<file path="config.mk">
export PLATFORM = sky130hd
export DESIGN_NAME = lcd_host_command_decoder
export DESIGN_NICKNAME = d
export VERILOG_FILES = /design/src/verilog/lcd_cmd_pkg.sv /design/src/verilog/byte_fifo.sv /design/src/verilog/host_bus_front.sv /design/src/verilog/lcd_host_command_decoder.sv
export VERILOG_INCLUDE_DIRS = /design/src /design/src/verilog
export SDC_FILE = /design/constraint.sdc
export NUM_CORES = 1
export LEC_CHECK = 0
export BUFFER_PORTS_ARGS = -buffer_cell sky130_fd_sc_hd__buf_2
export CORE_ASPECT_RATIO = 1.4
export CORE_MARGIN = 5
export CORE_UTILIZATION = 60
export DETAILED_ROUTE_END_ITERATION = 8
export GPL_ROUTABILITY_DRIVEN = 0
export PLACE_DENSITY = 0.81
export SYNTH_ARGS = -nofsm -noshare
export SYNTH_HDL_FRONTEND = slang
export SYNTH_SLANG_ARGS = --single-unit
</file>
<file path="constraint.sdc">
create_clock -name CLOCK -period 11.22 [get_ports CLOCK]
set_input_delay 1.122 -clock CLOCK [delete_from_list [all_inputs] [get_ports CLOCK]]
set_output_delay 1.122 -clock CLOCK [all_outputs]
set_load 0.02 [all_outputs]
</file>
<file path="src/verilog/lcd_cmd_defs.svh">
/*
 * Constants of the host command decoder: command codes, parameter counts,
 * reset values and frame timing.
 * Assumes it is included by the package and by the top module only.
 */
// How it works
// [RULE1] Two select inputs choose 8080 or 6800 style host bus; host ties them
// [RULE2] 8080: separate read/write strobes; 6800: enable clock plus read/not-write level
// [RULE3] Command write has select high; 40h init takes 8 bytes, 53h standby none
// [RULE4] 58h/59h turn display off/on by bit 0, then one attribute byte
// [RULE5] 44h takes 10 start/region bytes; 5Ah takes one pixel pan byte
// [RULE6] 5Dh takes two cursor shape bytes; 5Bh one layer mix byte
// [RULE7] 5Ch takes two bytes of character RAM base address
// [RULE8] 4Ch-4Fh set cursor step direction from low two bits, no bytes
// [RULE9] 46h writes, 47h reads cursor address one byte at a time
// [RULE10] After 42h every data byte goes to display memory at the cursor; code drops a byte that arrives while the write buffer is full
// [RULE11] After 43h host data reads return display memory bytes at the cursor
// [RULE12] Each parameter register updates as soon as its byte arrives
// [RULE13] A new command may cut a list short; unsent registers stay unchanged
// [RULE14] Paired bytes of init, scroll, char RAM base commit together; code pairs only scroll and char RAM base
// [RULE15] Pitch low and high bytes commit on their own
// [RULE16] A power-down output flags that display drive is blanked
// [RULE17] Power-down output high while driving, low one or two frames after standby
// [RULE18] Init restarts timing, disables display, cancels standby
// [RULE19] Data bytes go to the latest command, index restarting at zero
`ifndef LCD_CMD_DEFS_SVH
`define LCD_CMD_DEFS_SVH

`define CMD_INIT 8'h40
`define CMD_SLEEP 8'h53
`define CMD_DISP_HI 7'h2c
`define CMD_SCROLL 8'h44
`define CMD_SHAPE 8'h5d
`define CMD_CGRAM 8'h5c
`define CMD_DIR_HI 6'h13
`define CMD_PAN 8'h5a
`define CMD_LAYER 8'h5b
`define CMD_CURW 8'h46
`define CMD_CURR 8'h47
`define CMD_MEMWR 8'h42
`define CMD_MEMRD 8'h43

`define INIT_COUNT 4'h8
`define SCROLL_COUNT 4'ha
`define SHAPE_COUNT 4'h2
`define IDX_MAX 4'hf
`define PITCH_LO_IDX 3'h6
`define PITCH_HI_IDX 3'h7

`define CMD_RESET 8'h00
`define CURSOR_RESET 16'h0000
`define RD_DATA_RESET 8'h00

`define CLOCK_MHZ 20
`define FRAME_TIME_US 14286
`define FRAME_CYCLES (`FRAME_TIME_US * `CLOCK_MHZ)
`define FIFO_DEPTH 16

`endif

</file>
<file path="src/verilog/lcd_cmd_pkg.sv">
/*
 * Types of the host command decoder and the command code decoder.
 * Assumes the defs header is on the include path.
 */
`include "lcd_cmd_defs.svh"
package lcd_cmd_pkg;
    typedef enum logic [3:0] {K_NONE, K_INIT, K_SLEEP, K_DISP, K_SCROLL, K_SHAPE, K_CGRAM,
        K_DIR, K_PAN, K_LAYER, K_CURW, K_CURR, K_MWR, K_MRD} cmd_kind_t;
    typedef enum logic [1:0] {ST_IDLE, ST_REQ, ST_WAIT} read_state_t;
    typedef struct packed {
        logic wr;
        logic rd_end;
        logic is_cmd;
        logic [7:0] data;
    } host_op_t;
    typedef struct packed {
        logic [15:0] addr;
        logic [7:0] data;
    } vram_wr_t;
    typedef struct packed {
        logic [7:0][7:0] init;
        logic [9:0][7:0] scroll;
        logic [1:0][7:0] shape;
        logic [15:0] char_base;
        logic [7:0] overlay;
        logic [7:0] pan;
        logic [7:0] disp_attr;
        logic [1:0] cursor_dir;
        logic display_on;
        logic standby;
    } params_t;

    // Command code to command kind
    function automatic cmd_kind_t decode_kind(input logic [7:0] c);
        cmd_kind_t k;
        k = K_NONE;
        if (c == `CMD_INIT) k = K_INIT;
        if (c == `CMD_SLEEP) k = K_SLEEP;
        if (c[7:1] == `CMD_DISP_HI) k = K_DISP;
        if (c == `CMD_SCROLL) k = K_SCROLL;
        if (c == `CMD_SHAPE) k = K_SHAPE;
        if (c == `CMD_CGRAM) k = K_CGRAM;
        if (c[7:2] == `CMD_DIR_HI) k = K_DIR;
        if (c == `CMD_PAN) k = K_PAN;
        if (c == `CMD_LAYER) k = K_LAYER;
        if (c == `CMD_CURW) k = K_CURW;
        if (c == `CMD_CURR) k = K_CURR;
        if (c == `CMD_MEMWR) k = K_MWR;
        if (c == `CMD_MEMRD) k = K_MRD;
        return k;
    endfunction
endpackage

</file>
<file path="src/verilog/byte_fifo.sv">
/*
 * Flip-flop FIFO with valid/ready on both sides.
 * Assumes one clock and a synchronous active-high reset.
 */
`timescale 1ns/1ps
module byte_fifo #(
    parameter int WIDTH = 24,
    parameter int DEPTH = 16
) (
    input wire logic clk,
    input wire logic rst,
    input wire logic in_valid,
    output logic in_ready,
    input wire logic [WIDTH-1:0] in_data,
    output logic out_valid,
    input wire logic out_ready,
    output logic [WIDTH-1:0] out_data
);
    localparam int AW = $clog2(DEPTH);
    logic [WIDTH-1:0] mem_reg [DEPTH];
    logic [AW-1:0] wr_ptr_reg;
    logic [AW-1:0] rd_ptr_reg;
    logic [AW:0] count_reg;
    wire push = in_valid & in_ready;
    wire pop = out_valid & out_ready;

    // Honest flags straight from the fill count
    assign in_ready = count_reg != (AW+1)'(DEPTH);
    assign out_valid = count_reg != '0;
    assign out_data = mem_reg[rd_ptr_reg];

    // Storage written only on push
    always_ff @(posedge clk) begin
        if (push) mem_reg[wr_ptr_reg] <= in_data;
    end

    // Pointers wrap at the depth, which must be a power of two
    always_ff @(posedge clk) begin
        if (rst) begin
            wr_ptr_reg <= '0;
            rd_ptr_reg <= '0;
            count_reg <= '0;
        end else begin
            if (push) wr_ptr_reg <= wr_ptr_reg + 1'b1;
            if (pop) rd_ptr_reg <= rd_ptr_reg + 1'b1;
            count_reg <= count_reg + (AW+1)'(push) - (AW+1)'(pop);
        end
    end
endmodule

</file>
<file path="src/verilog/host_bus_front.sv">
/*
 * Host bus front end: turns 8080 or 6800 style strobes into one-cycle
 * write and read-end events with the byte and the select bit.
 * Assumes all host pins are synchronous to the clock.
 */
`timescale 1ns/1ps
module host_bus_front import lcd_cmd_pkg::*; (
    input wire logic clk,
    input wire logic rst,
    input wire logic style_a,
    input wire logic style_b,
    input wire logic chip_select_n,
    input wire logic cd_sel,
    input wire logic strobe_rd_e,
    input wire logic strobe_wr_rw,
    input wire logic [7:0] data_in,
    output host_op_t op,
    output logic drive_en
);
    logic wr_prev_reg;
    logic rd_prev_reg;
    host_op_t op_reg;

    // Bus style from the two select levels
    wire style_6800 = style_a & ~style_b; // [RULE1]
    wire selected = ~chip_select_n;
    // Strobe meaning per style
    wire wr_act = style_6800 ? (strobe_rd_e & ~strobe_wr_rw) : ~strobe_wr_rw; // [RULE2]
    wire rd_act = style_6800 ? (strobe_rd_e & strobe_wr_rw) : ~strobe_rd_e; // [RULE2]

    // Bus turned only while a selected read stands
    assign drive_en = rd_act & selected;
    assign op = op_reg;

    // Writes taken at strobe start; a read ends when its strobe drops
    always_ff @(posedge clk) begin
        if (rst) begin
            wr_prev_reg <= 1'b0;
            rd_prev_reg <= 1'b0;
            op_reg <= '0;
        end else begin
            wr_prev_reg <= wr_act & selected;
            rd_prev_reg <= rd_act & selected;
            op_reg.wr <= wr_act & selected & ~wr_prev_reg;
            op_reg.rd_end <= rd_prev_reg & ~(rd_act & selected);
            op_reg.is_cmd <= cd_sel; // [RULE3]
            op_reg.data <= data_in;
        end
    end
endmodule

</file>
<file path="src/verilog/lcd_host_command_decoder.sv">
/*
 * Host command decoder: takes command and parameter bytes from the host
 * bus, keeps the parameter registers, runs the display memory write and
 * read streams and the cursor, and drives the power-down output.
 * Assumes a memory port that takes one read request per cycle and answers
 * with a valid pulse, and a host that watches BUSY before memory traffic.
 */
`timescale 1ns/1ps
`include "lcd_cmd_defs.svh"
module lcd_host_command_decoder import lcd_cmd_pkg::*; #(
    parameter int unsigned FRAME_CYCLES = `FRAME_CYCLES
) (
    input wire logic CLOCK,
    input wire logic RESET,
    input wire logic BUS_STYLE_SELECT_A,
    input wire logic BUS_STYLE_SELECT_B,
    input wire logic CHIP_SELECT_N,
    input wire logic COMMAND_DATA_SELECT,
    input wire logic STROBE_RD_E,
    input wire logic STROBE_WR_RW,
    input wire logic [7:0] DATA_IN,
    output logic [7:0] DATA_OUT,
    output logic DATA_OE,
    output logic BUSY,
    output vram_wr_t VRAM_WR,
    output logic VRAM_WR_VALID,
    input wire logic VRAM_WR_READY,
    output logic VRAM_RD_REQ,
    output logic [15:0] VRAM_RD_ADDR,
    input wire logic VRAM_RD_VALID,
    input wire logic [7:0] VRAM_RD_DATA,
    output params_t PARAMS,
    output logic [15:0] CURSOR_ADDR,
    output logic TIMING_RESTART,
    output logic DRIVE_BLANK_OUT
);
    host_op_t op;
    logic [7:0] cmd_reg;
    logic [3:0] idx_reg;
    params_t params_reg;
    logic [7:0] pend_reg;
    logic [15:0] cursor_reg;
    logic [15:0] cursor_next;
    logic [7:0] rd_data_reg;
    read_state_t rd_state_reg;
    read_state_t rd_state_next;
    logic [31:0] frame_cnt_reg;
    logic blank_cnt_reg;
    logic drive_reg;
    logic restart_reg;
    logic fifo_in_ready;

    // Step the cursor one place in the chosen direction
    function automatic logic [15:0] step(input logic [15:0] a, input logic [1:0] dir,
                                         input logic [15:0] pitch);
        logic [15:0] r;
        r = a;
        case (dir)
            2'h0: r = a + 16'h0001;
            2'h1: r = a - 16'h0001;
            2'h2: r = a - pitch;
            2'h3: r = a + pitch;
            default: r = a;
        endcase
        return r;
    endfunction

    // First byte of a pair that commits only with its partner
    function automatic logic pair_low(input cmd_kind_t k, input logic [3:0] i);
        return (k == K_CGRAM && i == 4'h0) ||
               (k == K_SCROLL && (i == 4'h0 || i == 4'h3 || i == 4'h6 || i == 4'h8));
    endfunction

    function automatic logic pair_high(input cmd_kind_t k, input logic [3:0] i);
        return (k == K_CGRAM && i == 4'h1) ||
               (k == K_SCROLL && (i == 4'h1 || i == 4'h4 || i == 4'h7 || i == 4'h9));
    endfunction

    ////////////////////////////////////////////////////////////////////////////
    // Host bus front end and memory write buffer

    host_bus_front front (
        .clk(CLOCK),
        .rst(RESET),
        .style_a(BUS_STYLE_SELECT_A),
        .style_b(BUS_STYLE_SELECT_B),
        .chip_select_n(CHIP_SELECT_N),
        .cd_sel(COMMAND_DATA_SELECT),
        .strobe_rd_e(STROBE_RD_E),
        .strobe_wr_rw(STROBE_WR_RW),
        .data_in(DATA_IN),
        .op(op),
        .drive_en(DATA_OE)
    );

    // Command and data split, kinds of the held and the arriving code
    wire new_cmd = op.wr & op.is_cmd;
    wire param_wr = op.wr & ~op.is_cmd; // [RULE19]
    wire data_rd = op.rd_end & ~op.is_cmd;
    wire cmd_kind_t kind = decode_kind(cmd_reg);
    wire cmd_kind_t new_kind = decode_kind(op.data);
    wire [15:0] pitch = {params_reg.init[`PITCH_HI_IDX], params_reg.init[`PITCH_LO_IDX]};

    // A byte is dropped when the buffer is full; BUSY warns the host first
    wire mwr_push = param_wr & (kind == K_MWR); // [RULE10]
    wire mwr_taken = mwr_push & fifo_in_ready;

    byte_fifo #(.WIDTH(24), .DEPTH(`FIFO_DEPTH)) wr_buf (
        .clk(CLOCK),
        .rst(RESET),
        .in_valid(mwr_push),
        .in_ready(fifo_in_ready),
        .in_data({cursor_reg, op.data}),
        .out_valid(VRAM_WR_VALID),
        .out_ready(VRAM_WR_READY),
        .out_data(VRAM_WR)
    );

    ////////////////////////////////////////////////////////////////////////////
    // Command code and parameter index

    // Index restarts on every code and saturates past the list
    always_ff @(posedge CLOCK) begin
        if (RESET) begin
            cmd_reg <= `CMD_RESET;
            idx_reg <= 4'h0;
        end else if (new_cmd) begin
            cmd_reg <= op.data; // [RULE3]
            idx_reg <= 4'h0; // [RULE19]
        end else if ((param_wr || (data_rd && kind == K_CURR)) && idx_reg != `IDX_MAX) begin
            idx_reg <= idx_reg + 4'h1;
        end
    end

    ////////////////////////////////////////////////////////////////////////////
    // Parameter registers, each written the moment its byte lands; a pair's low half waits for the high

    // Low half of a pair waits here and is lost if the command changes
    always_ff @(posedge CLOCK) begin
        if (RESET) pend_reg <= 8'h00;
        else if (param_wr && pair_low(kind, idx_reg)) pend_reg <= op.data; // [RULE14]
    end

    // Flags set by the command code itself
    always_ff @(posedge CLOCK) begin
        if (RESET) begin
            params_reg.display_on <= 1'b0;
            params_reg.standby <= 1'b0;
            params_reg.cursor_dir <= 2'h0;
        end else if (new_cmd) begin
            case (new_kind)
                K_DISP: params_reg.display_on <= op.data[0]; // [RULE4]
                K_DIR: params_reg.cursor_dir <= op.data[1:0]; // [RULE8]
                K_SLEEP: params_reg.standby <= 1'b1; // [RULE3]
                K_INIT: begin
                    params_reg.display_on <= 1'b0; // [RULE18]
                    params_reg.standby <= 1'b0; // [RULE18]
                end
                default: ;
            endcase
        end
    end

    // Byte parameters; unsent ones keep their old value
    always_ff @(posedge CLOCK) begin
        if (RESET) begin
            params_reg.init <= '0;
            params_reg.scroll <= '0;
            params_reg.shape <= '0;
            params_reg.char_base <= '0;
            params_reg.overlay <= 8'h00;
            params_reg.pan <= 8'h00;
            params_reg.disp_attr <= 8'h00;
        end else if (param_wr) begin // [RULE12] [RULE13]
            case (kind)
                K_INIT: begin
                    // Pitch bytes land one by one like every other init byte
                    if (idx_reg < `INIT_COUNT) params_reg.init[idx_reg[2:0]] <= op.data; // [RULE15]
                end
                K_DISP: if (idx_reg == 4'h0) params_reg.disp_attr <= op.data; // [RULE4]
                K_SCROLL: begin
                    if (pair_high(kind, idx_reg)) begin
                        params_reg.scroll[4'(idx_reg - 4'h1)] <= pend_reg; // [RULE14]
                        params_reg.scroll[idx_reg] <= op.data; // [RULE5]
                    end else if (!pair_low(kind, idx_reg) && idx_reg < `SCROLL_COUNT) begin
                        params_reg.scroll[idx_reg] <= op.data; // [RULE5]
                    end
                end
                K_SHAPE: begin
                    if (idx_reg < `SHAPE_COUNT) params_reg.shape[idx_reg[0]] <= op.data; // [RULE6]
                end
                K_CGRAM: begin
                    if (pair_high(kind, idx_reg)) params_reg.char_base <= {op.data, pend_reg}; // [RULE7]
                end
                K_PAN: if (idx_reg == 4'h0) params_reg.pan <= op.data; // [RULE5]
                K_LAYER: if (idx_reg == 4'h0) params_reg.overlay <= op.data; // [RULE6]
                default: ;
            endcase
        end
    end

    ////////////////////////////////////////////////////////////////////////////
    // Cursor and display memory streams

    // Cursor write per byte, stream steps after each memory byte
    always_comb begin
        cursor_next = cursor_reg;
        if (param_wr && kind == K_CURW && idx_reg == 4'h0) begin
            cursor_next = {cursor_reg[15:8], op.data}; // [RULE9]
        end else if (param_wr && kind == K_CURW && idx_reg == 4'h1) begin
            cursor_next = {op.data, cursor_reg[7:0]}; // [RULE9]
        end else if (mwr_taken || (rd_state_reg == ST_WAIT && VRAM_RD_VALID)) begin
            cursor_next = step(cursor_reg, params_reg.cursor_dir, pitch); // [RULE10] [RULE11]
        end
    end

    // Memory read stream: one fetch ahead, refilled after each host read
    always_comb begin
        rd_state_next = rd_state_reg;
        case (rd_state_reg)
            ST_IDLE: begin
                if ((new_cmd && new_kind == K_MRD) || (data_rd && kind == K_MRD)) begin
                    rd_state_next = ST_REQ; // [RULE11]
                end
            end
            ST_REQ: rd_state_next = new_cmd ? ST_IDLE : ST_WAIT;
            ST_WAIT: begin
                if (new_cmd || VRAM_RD_VALID) rd_state_next = ST_IDLE;
            end
            default: rd_state_next = ST_IDLE;
        endcase
    end

    always_ff @(posedge CLOCK) begin
        if (RESET) begin
            cursor_reg <= `CURSOR_RESET;
            rd_state_reg <= ST_IDLE;
        end else begin
            cursor_reg <= cursor_next;
            rd_state_reg <= rd_state_next;
        end
    end

    // Read byte: cursor halves for cursor reads, fetched memory otherwise
    always_ff @(posedge CLOCK) begin
        if (RESET) begin
            rd_data_reg <= `RD_DATA_RESET;
        end else if (new_cmd && new_kind == K_CURR) begin
            rd_data_reg <= cursor_reg[7:0]; // [RULE9]
        end else if (data_rd && kind == K_CURR && idx_reg == 4'h0) begin
            rd_data_reg <= cursor_reg[15:8]; // [RULE9]
        end else if (rd_state_reg == ST_WAIT && VRAM_RD_VALID) begin
            rd_data_reg <= VRAM_RD_DATA; // [RULE11]
        end
    end

    ////////////////////////////////////////////////////////////////////////////
    // Frame timing and power-down output

    // Frame divider, restarted by the init command
    wire frame_tick = frame_cnt_reg == FRAME_CYCLES - 1;
    wire init_cmd = new_cmd && new_kind == K_INIT;

    always_ff @(posedge CLOCK) begin
        if (RESET || init_cmd || frame_tick) frame_cnt_reg <= 32'h0; // [RULE18]
        else frame_cnt_reg <= frame_cnt_reg + 32'h1;
    end

    // Drive stops at the second frame edge in standby: one or two frames
    always_ff @(posedge CLOCK) begin
        if (RESET || !params_reg.standby) begin
            blank_cnt_reg <= 1'b0;
            drive_reg <= 1'b1; // [RULE17]
        end else if (frame_tick) begin
            blank_cnt_reg <= 1'b1;
            if (blank_cnt_reg) drive_reg <= 1'b0; // [RULE16] [RULE17]
        end
    end

    always_ff @(posedge CLOCK) begin
        if (RESET) restart_reg <= 1'b0;
        else restart_reg <= init_cmd; // [RULE18]
    end

    // Outputs
    assign DATA_OUT = rd_data_reg;
    assign BUSY = ~fifo_in_ready | (rd_state_reg != ST_IDLE);
    assign VRAM_RD_REQ = rd_state_reg == ST_REQ;
    assign VRAM_RD_ADDR = cursor_reg;
    assign PARAMS = params_reg;
    assign CURSOR_ADDR = cursor_reg;
    assign TIMING_RESTART = restart_reg;
    assign DRIVE_BLANK_OUT = drive_reg;
endmodule

</file>
======== After elaboration in Yosys (flattened, before gate mapping) ========
Memory sizes are Yosys's and may differ from the RTL's. A register that Yosys moved wholly into a read port is not among the register bits.
Cells that the tools add are included.
operators by class
  order comparisons ....................... 11
  add/subtract/negate cells ............... 11
  shifts and indexed selects .............. 0
  eq/ne operators ......................... 61
  reduce and logical (&&, ||, !) cells .... 64
  $mul .................................... 0
  divide/modulo/power cells ............... 0
  bitwise logic cells ..................... 23
  mux-type cells .......................... 60
operators by type and width
  cell                                                                      count
  80-bit bitwise mux                                                        3
  8-bit by 7-bit equality test with 1-bit output (second input constant)    22
  80-bit 2-to-1 mux                                                         2
  4-bit 2-to-1 mux                                                          26
  64-bit bitwise mux                                                        1
  8-bit demux with 4-bit select                                             2
  8-bit 2-to-1 mux                                                          8
  16-bit case mux with 4 select lines                                       1
  4-bit equality test (second input constant)                               10
  32-bit by 1-bit adder with 32-bit output (second input constant)          1
  32-bit by 19-bit equality test with 1-bit output (second input constant)  1
  16-bit 2-to-1 mux                                                         2
  4-bit by 3-bit equality test with 1-bit output (second input constant)    7
  8-bit demux with 3-bit select                                             1
  1-bit logical AND                                                         21
  3-bit AND reduction                                                       7
  16-bit by 1-bit adder with 16-bit output (second input constant)          1
  16-bit adder                                                              1
  16-bit bitwise mux                                                        1
  4-bit by 2-bit equality test with 1-bit output (second input constant)    4
  16-bit by 1-bit subtractor with 16-bit output (second input constant)     1
  16-bit subtractor                                                         1
  1-bit logical OR                                                          15
  7-bit by 6-bit equality test with 1-bit output (second input constant)    2
  other kinds (36)                                                          89
word-level totals
  register bits after elaboration ......... 311
  bits of input ports ..................... 26
  ROM bits ................................ 0
  output and inout bits ................... 274
  memory bits (writable) .................. 384
  memories ................................ 1
  bits in latches ......................... 0
  word-level logic and storage cells ...... 278
memory list
  memory          words  bits a word  rd ports  clocked after Yosys merged registers in  wr ports  line             source
  wr_buf.mem_reg  16     24           1         1                                        1         byte_fifo.sv:20  logic [WIDTH-1:0] mem_reg [DEPTH];

======== Logic depth before layout (Yosys ltp) ========
Gate-level depths: netlist of the first run.
  word-level depth ........................ 21
  gate-level depth with buffers ........... 15
  gate-level depth less buffers ........... 15

======== Modules after synthesis ========
A second synthesis of the first run with hierarchy kept.
second synthesis, totals
  cell total of the unflattened synthesis .. 2478
  area, all modules ....................... 29956.2 sq um
modules (own cells, without submodules)
  module                    times used  seq. area each (sq um)  area each (sq um)  cells each
  byte_fifo                 1           11871.4                 15273.4            699
  lcd_host_command_decoder  1           5705.5                  14269.9            1744
  host_bus_front            1           260.2                   412.9              35

======== Least setup slack after synthesis of the first run ========
No wires, ideal clock.
  path kind ............................... register -> register
  start ................................... register cmd_reg[1]
  end ..................................... memory wr_buf.mem_reg[3][0], enable pin
  period minus slack after synthesis ...... 3775 ps
  path slack .............................. 7445 ps
  path buffers ............................ 1
  library setup time ...................... 435 ps
  cell stages (with the launch flop) ...... 7
  arrival time ............................ 3340 ps
  required time ........................... 10785 ps
  cells stage by stage .................... dfxtp_1 -> nor4bb_1 -> nand2_1 -> nor4_1 -> buf_2 -> nand2_1 -> nor3_1
on the way
  cells in the longest elaborated chain, start to end .. 19
  elaborated cells on any way between the ends .. 30
  classes of those cells .................. eq/ne (13); mux (15); bitwise (2)
RTL lines
  element                                                          line                             source
  from (decl)                                                      lcd_host_command_decoder.sv:38   logic [7:0] cmd_reg;
  from (signal assigned)                                           lcd_host_command_decoder.sv:125  cmd_reg <= `CMD_RESET;
  from (signal assigned)                                           lcd_host_command_decoder.sv:128  cmd_reg <= op.data;
  8-bit by 7-bit equality test with 1-bit output (no source line)  --
  1-bit 2-to-1 mux                                                 lcd_cmd_pkg.sv:37                if (c == `CMD_INIT) k = K_INIT;
  4-bit 2-to-1 mux                                                 lcd_cmd_pkg.sv:38                if (c == `CMD_SLEEP) k = K_SLEEP;
  4-bit 2-to-1 mux                                                 lcd_cmd_pkg.sv:39                if (c[7:1] == `CMD_DISP_HI) k = K_DISP;
  4-bit 2-to-1 mux                                                 lcd_cmd_pkg.sv:40                if (c == `CMD_SCROLL) k = K_SCROLL;
  4-bit 2-to-1 mux                                                 lcd_cmd_pkg.sv:41                if (c == `CMD_SHAPE) k = K_SHAPE;
  4-bit 2-to-1 mux                                                 lcd_cmd_pkg.sv:42                if (c == `CMD_CGRAM) k = K_CGRAM;
  4-bit 2-to-1 mux                                                 lcd_cmd_pkg.sv:43                if (c[7:2] == `CMD_DIR_HI) k = K_DIR;
  [... 4 more ...]                                                 --
  4-bit 2-to-1 mux                                                 lcd_cmd_pkg.sv:48                if (c == `CMD_MEMWR) k = K_MWR;
  4-bit 2-to-1 mux *                                               lcd_cmd_pkg.sv:49                if (c == `CMD_MEMRD) k = K_MRD;
  4-bit equality test *                                            lcd_host_command_decoder.sv:105  wire mwr_push = param_wr & (kind == K_MWR);
  1-bit AND *                                                      lcd_host_command_decoder.sv:105
  1-bit AND *                                                      --
  via mwr_taken                                                    lcd_host_command_decoder.sv:106  wire mwr_taken = mwr_push & fifo_in_ready;
  1-bit 2-to-1 mux *                                               byte_fifo.sv:34                  if (push) mem_reg[wr_ptr_reg] <= in_data;
  1-bit 2-to-1 mux (not written as such) *                         byte_fifo.sv:34
  to (decl)                                                        byte_fifo.sv:20
The timed path passes the listed nets; every way through them passes the cells marked *.

==> impl_results.md, run 1 <==
- WS Path Type: flop to output port
- Worst Path Required: about 10000 ps
- HP Start: front.wr_prev_reg$_SDFF_PP0_
- CP delay by family, top: multiplexers
- Vias per cell: between 6 and 7
- Relative slew slack: about 16%
- First-pass GRT wire length: 124000 microns
- RSZ-0062 raised after global routing: false
- # resized after CTS: 0
- Worst Setup End Kind: output port
- Commonest non-fill, non-tap cell in the layout: edfxtp_1
- Hold Crit Class: flop to flop
- Synth Area in Adders: between 1.5 and 2%
- Postcts setup bufs: 0
- Boundary Pins: 300
- Most frequent cells in the layout: 384 x edfxtp_1, 303 x dfxtp_1, 298 x buf_2
- WP data arrival: ~3900 ps
- DR vias: roughly 21000
- Max Freq: around 0.2 GHz
- CTS root buf: clkbuf_16
- Startpoint Class: flop
- Slew Limit Fails: 0
- Fin crit period: about 5000 ps
- Vias in the first global route: between 20000 and 25000
- Seq/Total Area, Yosys: around three fifths
- Util after Layout: 68.6%
- Worst-case clock buffer depth: 3
- Worst VDD drop: ~0.00013 V
- Post-Syn Instances: about 2400
- Initial Utilization: between 60% and 70%
- Run status: finished clean
- H-tree depth: 3
- Wire per inst: between 20 and 25 microns
- Syn Nets: roughly 2500
- Hold Fails Final Rpt: 0
- Buffers and inverters on the worst path: 2
- Fill cells: roughly 3400
- Most common cell on crit path: mux4_2
- Drt pass-1 iters: 8
- Post-route DRC violation count: 0
- Proportion of layout cells with a drive suffix above 1: between 20% and 30%
- Clock skew: around 18 ps
- TritonCTS Buffers: 66
- Antenna Cells: 0
- Final ANT Viol Nets: 0
- LEAKAGE: 0.0129 uW
- Congestion Overflow GR: 0
- R2R Path Start: cmd_reg[2]$_SDFFE_PP0P_
- Crit-path cells: buf_4 -> mux4_2 -> mux4_2 -> buf_2
- Final Setup Violations: 0
- DP HPWL: approximately 50000 microns
- CP Max Fanout: 50
- Drt total wl: between 80000 and 90000 microns
- Initial DRC Count: a little over 2000
- Die footprint: 55300 sq um
- # hold bufs at CTS: 0
- Slew @ Worst Pin: between 1000 and 1500 ps
- Mean post-synth cell area: ~13 sq um
- Main combinational cell family by area after synthesis: multiplexers
- EDFF count, synth: approximately 380
- Clock tree sinks: ~700
- PortBufs: between 200 and 300
- Seq cells post-synth: about 700
- Initial antenna violation count: 1
- Largest net degree at the start of global routing: about 140
- Netlist Area Pre-Place: just over 30000 sq um
- Synth Area in Compound Gates: under 10%
- Mux contribution to synthesized area: between 10% and 20%
- Layout area overhead: 13.1%
- TritonCTS clock tree: yes
- Die X: 200 microns
- Yosys Warn Count: 0
- Max cap viols: 0
- Ys flop type: edfxtp_1
- Share of async-settable or async-resettable flops after synthesis: 0%
- Fin crit share: between 40% and 50%
- XOR/XNOR Fraction of Synth Area: under 10%
- Synth cell types: 82
- Post-synthesis simple-gate area fraction: 11.3%
- Core area: 50100 sq um
- CTS clk-pin slew, worst paths: around 60 ps
- CP max stage delay: approximately 980 ps
- FP Rows: 97
- GRT Overall Usage: around 29%
- TNS Setup: 0 ps
- Die Ht: approximately 280 microns
- Nets: between 2000 and 3000
- Worst skew pair latency: between 600 and 700 ps
- Max reg flops: between 300 and 400
- Fin area: about 34000 sq um
- Placed Area: ~32000 sq um
- Cell Pwr Density: ~160 nW/um^2
- Worst-path cell with the longest stage delay: dfxtp_4
layer usage:
metal / part of all wire [%] / track usage, %
met3: 9.3 / 7.15
met4: 4.2 / 11.5
met5: 0.016 / 0
met1: 36 / 34.5
met2: 51 / 50.1
path summary, 6_finish.rpt:
kind                                                end  slack, ps  cells after the start
worst max-delay path                         VRAM_WR[0]       6220                      4
worst min-delay path            front.op[10]$_SDFF_PP0_        380                      1
worst max register to register  PARAMS[71]$_SDFFE_PP0P_       6890                      6
worst min register to register  front.op[10]$_SDFF_PP0_        380                      1
power breakdown:
| group | internal [uW] | leakage, uW | total [uW] | switching, uW |
|---|---|---|---|---|
| Combinational | 323 | 0.00566 | 620 | 297 |
| Sequential | 2700 | 0.00620 | 2780 | 78.1 |
| Clock | 1270 | 0.00106 | 2230 | 961 |
| Total | 4290 | 0.0129 | 5620 | 1340 |
synthesized netlist by cell type, types with 32 or more instances:
master	n	area (sq um)
a21oi_1	132	661
a311oi_1	32	280
clkbuf_1	136	510
dfxtp_1	315	6310
edfxtp_1	384	11500
ha_1	36	450
inv_1	40	150
mux2_2	35	394
mux2i_1	172	1720
mux4_2	120	2700
nand2_1	146	548
nand3_1	58	290
nor2_1	275	1030
nor2b_1	63	394
nor3_1	35	175
o21ai_0	57	285
worst reg2reg max path, stage by stage, from the launching register on:
cell      delay (ps)
dfxtp_1          640
or3b_1           490
nor2_1           530
nand3_1          940
a21oi_1         1230
nor2_1           110
a311oi_1         300
final cells by class:
type	instances	area, sq um	area share, %
Multi-Input combinational cell	1503	11700	34.2
Timing Repair Buffer	323	1690	4.90
Inverter	41	154	0.448
Sequential cell	699	17900	51.9
Clock buffer	91	1870	5.43
Clock inverter	28	274	0.797
Tap cell	643	805	2.34
logic make-up (layout without fill, tap and decap cells):
logic type	count (synthesis)	in the layout
xor+xnor	48	48
fa+ha+maj	38	38
flops	699	699
mux	327	327
compound gates	368	368
simple gates	722	722
buf+inv	226	483
stage by stage:
stage | instances | hold slack, ps | total power, uW | setup WS, ps
after floorplan | 2428 | 367 | 3300 | 7440
after global placement | 3209 | 378 | 3440 | 6780
after detailed placement | 3209 | 378 | 3460 | 6740
after CTS | 3328 | 386 | 5660 | 6090
after global routing | 3328 | 406 | 5830 | 5870
final | 3328 | 382 | 5620 | 6220
No activity file was read; power rests on OpenSTA's default activity.
==> inputs of run 2 (changes only) <==
Settings changed: ABC_AREA set to 1, CORE_UTILIZATION 60 to 54, PLACE_DENSITY 0.81 to 0.77.
Clock period 11.22 ns to 4.2 ns, I/O delays scaled along.
==> run 2 against run 1 <==
Against the previous run: wire length grew 7.4%; die area grew 13%; core utilization shrank 6.7 points; count of clock-buffer cells in the layout shrank 10; final cell count grew 32%; hold slack lost 350 ps; clock skew grew 2.8 ps; non-clock buffer count grew 43; sequential power grew to 2.6 times the previous value; area after synthesis grew 2.4%; sequential cell count is the same; largest power group unchanged; highest routed layer unchanged.
==> impl_results.md, run 2 <==
- Run status: finished clean
- Die footprint: between 60000 and 70000 sq um
- Worst-case clock buffer depth: 3
- Wire per inst: about 20 microns
- Max reg flops: 384
- Max Freq: approximately 0.30 GHz
- Layout area overhead: 14.1%
- Slew Limit Fails: 0
- Initial Utilization: between 50% and 60%
- Top Layer Used: met5
- Fin crit share: between 80% and 90%
- # hold bufs at CTS: 2
- Die Ht: around 290 microns
- DP Worst Slack: 1020 ps
- M1 wire length: about 32000 microns
- Synth top cells by count: 566 x nand2_1, 384 x edfxtp_1, 366 x inv_1
- Boundary Pins: 300
- Max cap viols: 0
- Die X: around 210 microns
- LEAKAGE: 0.0147 uW
- Post-route DRC violation count: 0
- DP HPWL: 58400 microns
- Netlist Area Pre-Place: just over 30000 sq um
- Fin crit period: 3370 ps
- Ys flop type: edfxtp_1
- Yosys Warn Count: 0
- Fin area: around 36000 sq um
- R2R Path Start: PARAMS[3]$_SDFFE_PP0P_
- Final ANT Viol Nets: 0
- Reg2reg setup slack: ~970 ps
- Relative slew slack: a little under two fifths
- Seq cells post-synth: between 600 and 700
- Mean post-synth cell area: approximately 9.3 sq um
- R2R cell count: 14
- WP data arrival: between 2000 and 3000 ps
- Seq/Total Area, Yosys: 57.3%
- Core area: ~57000 sq um
- CP max stage delay: 620 ps
- Vias per cell: ~5.6
- Crit path to: VRAM_WR[0]
- Clock tree sinks: ~700
- Cell Pwr Density: approximately 440 nW/um^2
- Most frequent cells in the layout: 566 x nand2_1, 384 x edfxtp_1, 366 x inv_1
- Drt total wl: between 80000 and 90000 microns
- Hold Fails Final Rpt: 0
- Largest net degree at the start of global routing: around 110
- Worst-path cell with the longest stage delay: inv_2
- Startpoint Class: flop
- Nets: roughly 3700
- Drt pass-1 iters: 6
- Slew @ Worst Pin: 938 ps
- Synth cell types: 54
- Area leader, netlist: edfxtp_1
- Initial DRC Count: 1886
- TritonCTS clock tree: yes
- Worst Setup End Kind: output port
- FP Rows: 104
- WS Path Type: flop to output port
- CTS clk-pin slew, worst paths: approximately 60 ps
- Share of the synthesized area in the top cell type: between 30 and 40%
- Worst VDD drop: 0.000395 V
- Worst skew pair latency: around 610 ps
- Reg-to-Reg End: CURSOR_ADDR[15]$_SDFFE_PP0P_
- Syn Nets: 3403
- Setup ws final: 827 ps
- Post-Syn Instances: approximately 3300
- Worst-case hold slack: about 30 ps
- TNS Setup: 0 ps
- Top cells by area, synth: edfxtp_1 37%, dfxtp_1 20%, nand2_1 6.8%
- Proportion of layout cells with a drive suffix above 1: about 15%
- Most frequent cell after synthesis: nand2_1
- Vias in the first global route: approximately 24000
- Congestion Overflow GR: 0
- TritonCTS Buffers: 67
- First-pass GRT wire length: approximately 140000 microns
- Commonest non-fill, non-tap cell in the layout: nand2_1
- PortBufs: ~300
- DR vias: about 25000
- Metal2 WL: approximately 44000 microns
- Hold Crit Class: primary input to flop
- EDFF count, synth: between 300 and 400
- Met3 WL: just under 8000 microns
- CTS root buf: clkbuf_16
- Initial antenna violation count: 7
- Clock skew: 20.9 ps
- CP delay by family, top: buffers and inverters
- # resized after CTS: 0
- Placed Area: approximately 33000 sq um
- H-tree depth: 3
- Worst Path Required: approximately 3800 ps
- Final Setup Violations: 0
- RSZ-0062 raised after global routing: false
- Postcts setup bufs: 0
- Share of async-settable or async-resettable flops after synthesis: 0%
- Crit path depth: 6
- CP Max Fanout: 39
- Crit-path cells: inv_2 -> buf_4 -> o21ai_0 -> o211ai_1 -> nand2_1 -> buf_2
- Buffers and inverters on the worst path: 3
- GRT Overall Usage: 27.5%
[run 2: worst min-delay path, delay by kind of cell]
family        cells  cell delay [ps]
buf+inv           2              140
simple gates      1               40
[run 2: power by group]
part	total (uW)	leakage (uW)	internal (uW)	switching (uW)
Clock	6150	0.00109	3490	2660
Sequential	7300	0.00586	7210	90.7
Combinational	2130	0.00775	690	1440
Total	15600	0.0147	11400	4190
[run 2: kinds of logic after synthesis]
logic type | count (synthesis) | share of synthesized area, %
AOI/OAI and AO/OA | 778 | 14.0
xor gates and xnor gates | 35 | 0.985
adders and majority gates | 38 | 1.58
buffers and inverters | 569 | 7.48
DFF | 699 | 57.3
muxes | 96 | 3.09
and+or+nand+nor | 1124 | 15.6
[run 2: worst min-delay path by stage]
| stage | from | endpoint | depth (start not counted) |
|---|---|---|---|
| 5_1_grt | DATA_IN[2] | front.op[2]$_SDFF_PP0_ | 3 |
| 4_1_cts | DATA_IN[2] | front.op[2]$_SDFF_PP0_ | 3 |
| 3_5_place_dp | front.rd_prev_reg$_SDFF_PP0_ | front.op[9]$_SDFF_PP0_ | 2 |
| 2_1_floorplan | front.wr_prev_reg$_SDFF_PP0_ | front.op[10]$_SDFF_PP0_ | 1 |
| 6_report | DATA_IN[2] | front.op[2]$_SDFF_PP0_ | 3 |
| 3_3_place_gp | frame_cnt_reg[0]$_SDFF_PP0_ | frame_cnt_reg[0]$_SDFF_PP0_ | 1 |
[run 2: cell type report]
class / instances / area (sq um)
fillers: 4683 / 21800
clock buffers: 81 / 1770
repair buffers: 366 / 2060
clock inverters: 43 / 467
flip-flops and latches: 699 / 17900
inverters: 382 / 1440
multi-input cells: 2071 / 11000
diodes: 3 / 7.51
well taps: 742 / 928
[run 2: through the flow]
stage,power [uW],std cells,util (%)
global route,16200,4384,61.9
global placement,9520,4258,58.0
detailed placement,9560,4258,58.0
CTS,15700,4384,61.9
floorplan,8900,3339,-
finish,15600,4387,61.9
[run 2: metal layers]
metal	vias to the layer above	global-route usage [%]
li1	11756	-
met3	274	6.74
met1	11600	32.0
met5	-	0
met4	6	13.2
met2	1091	47.6
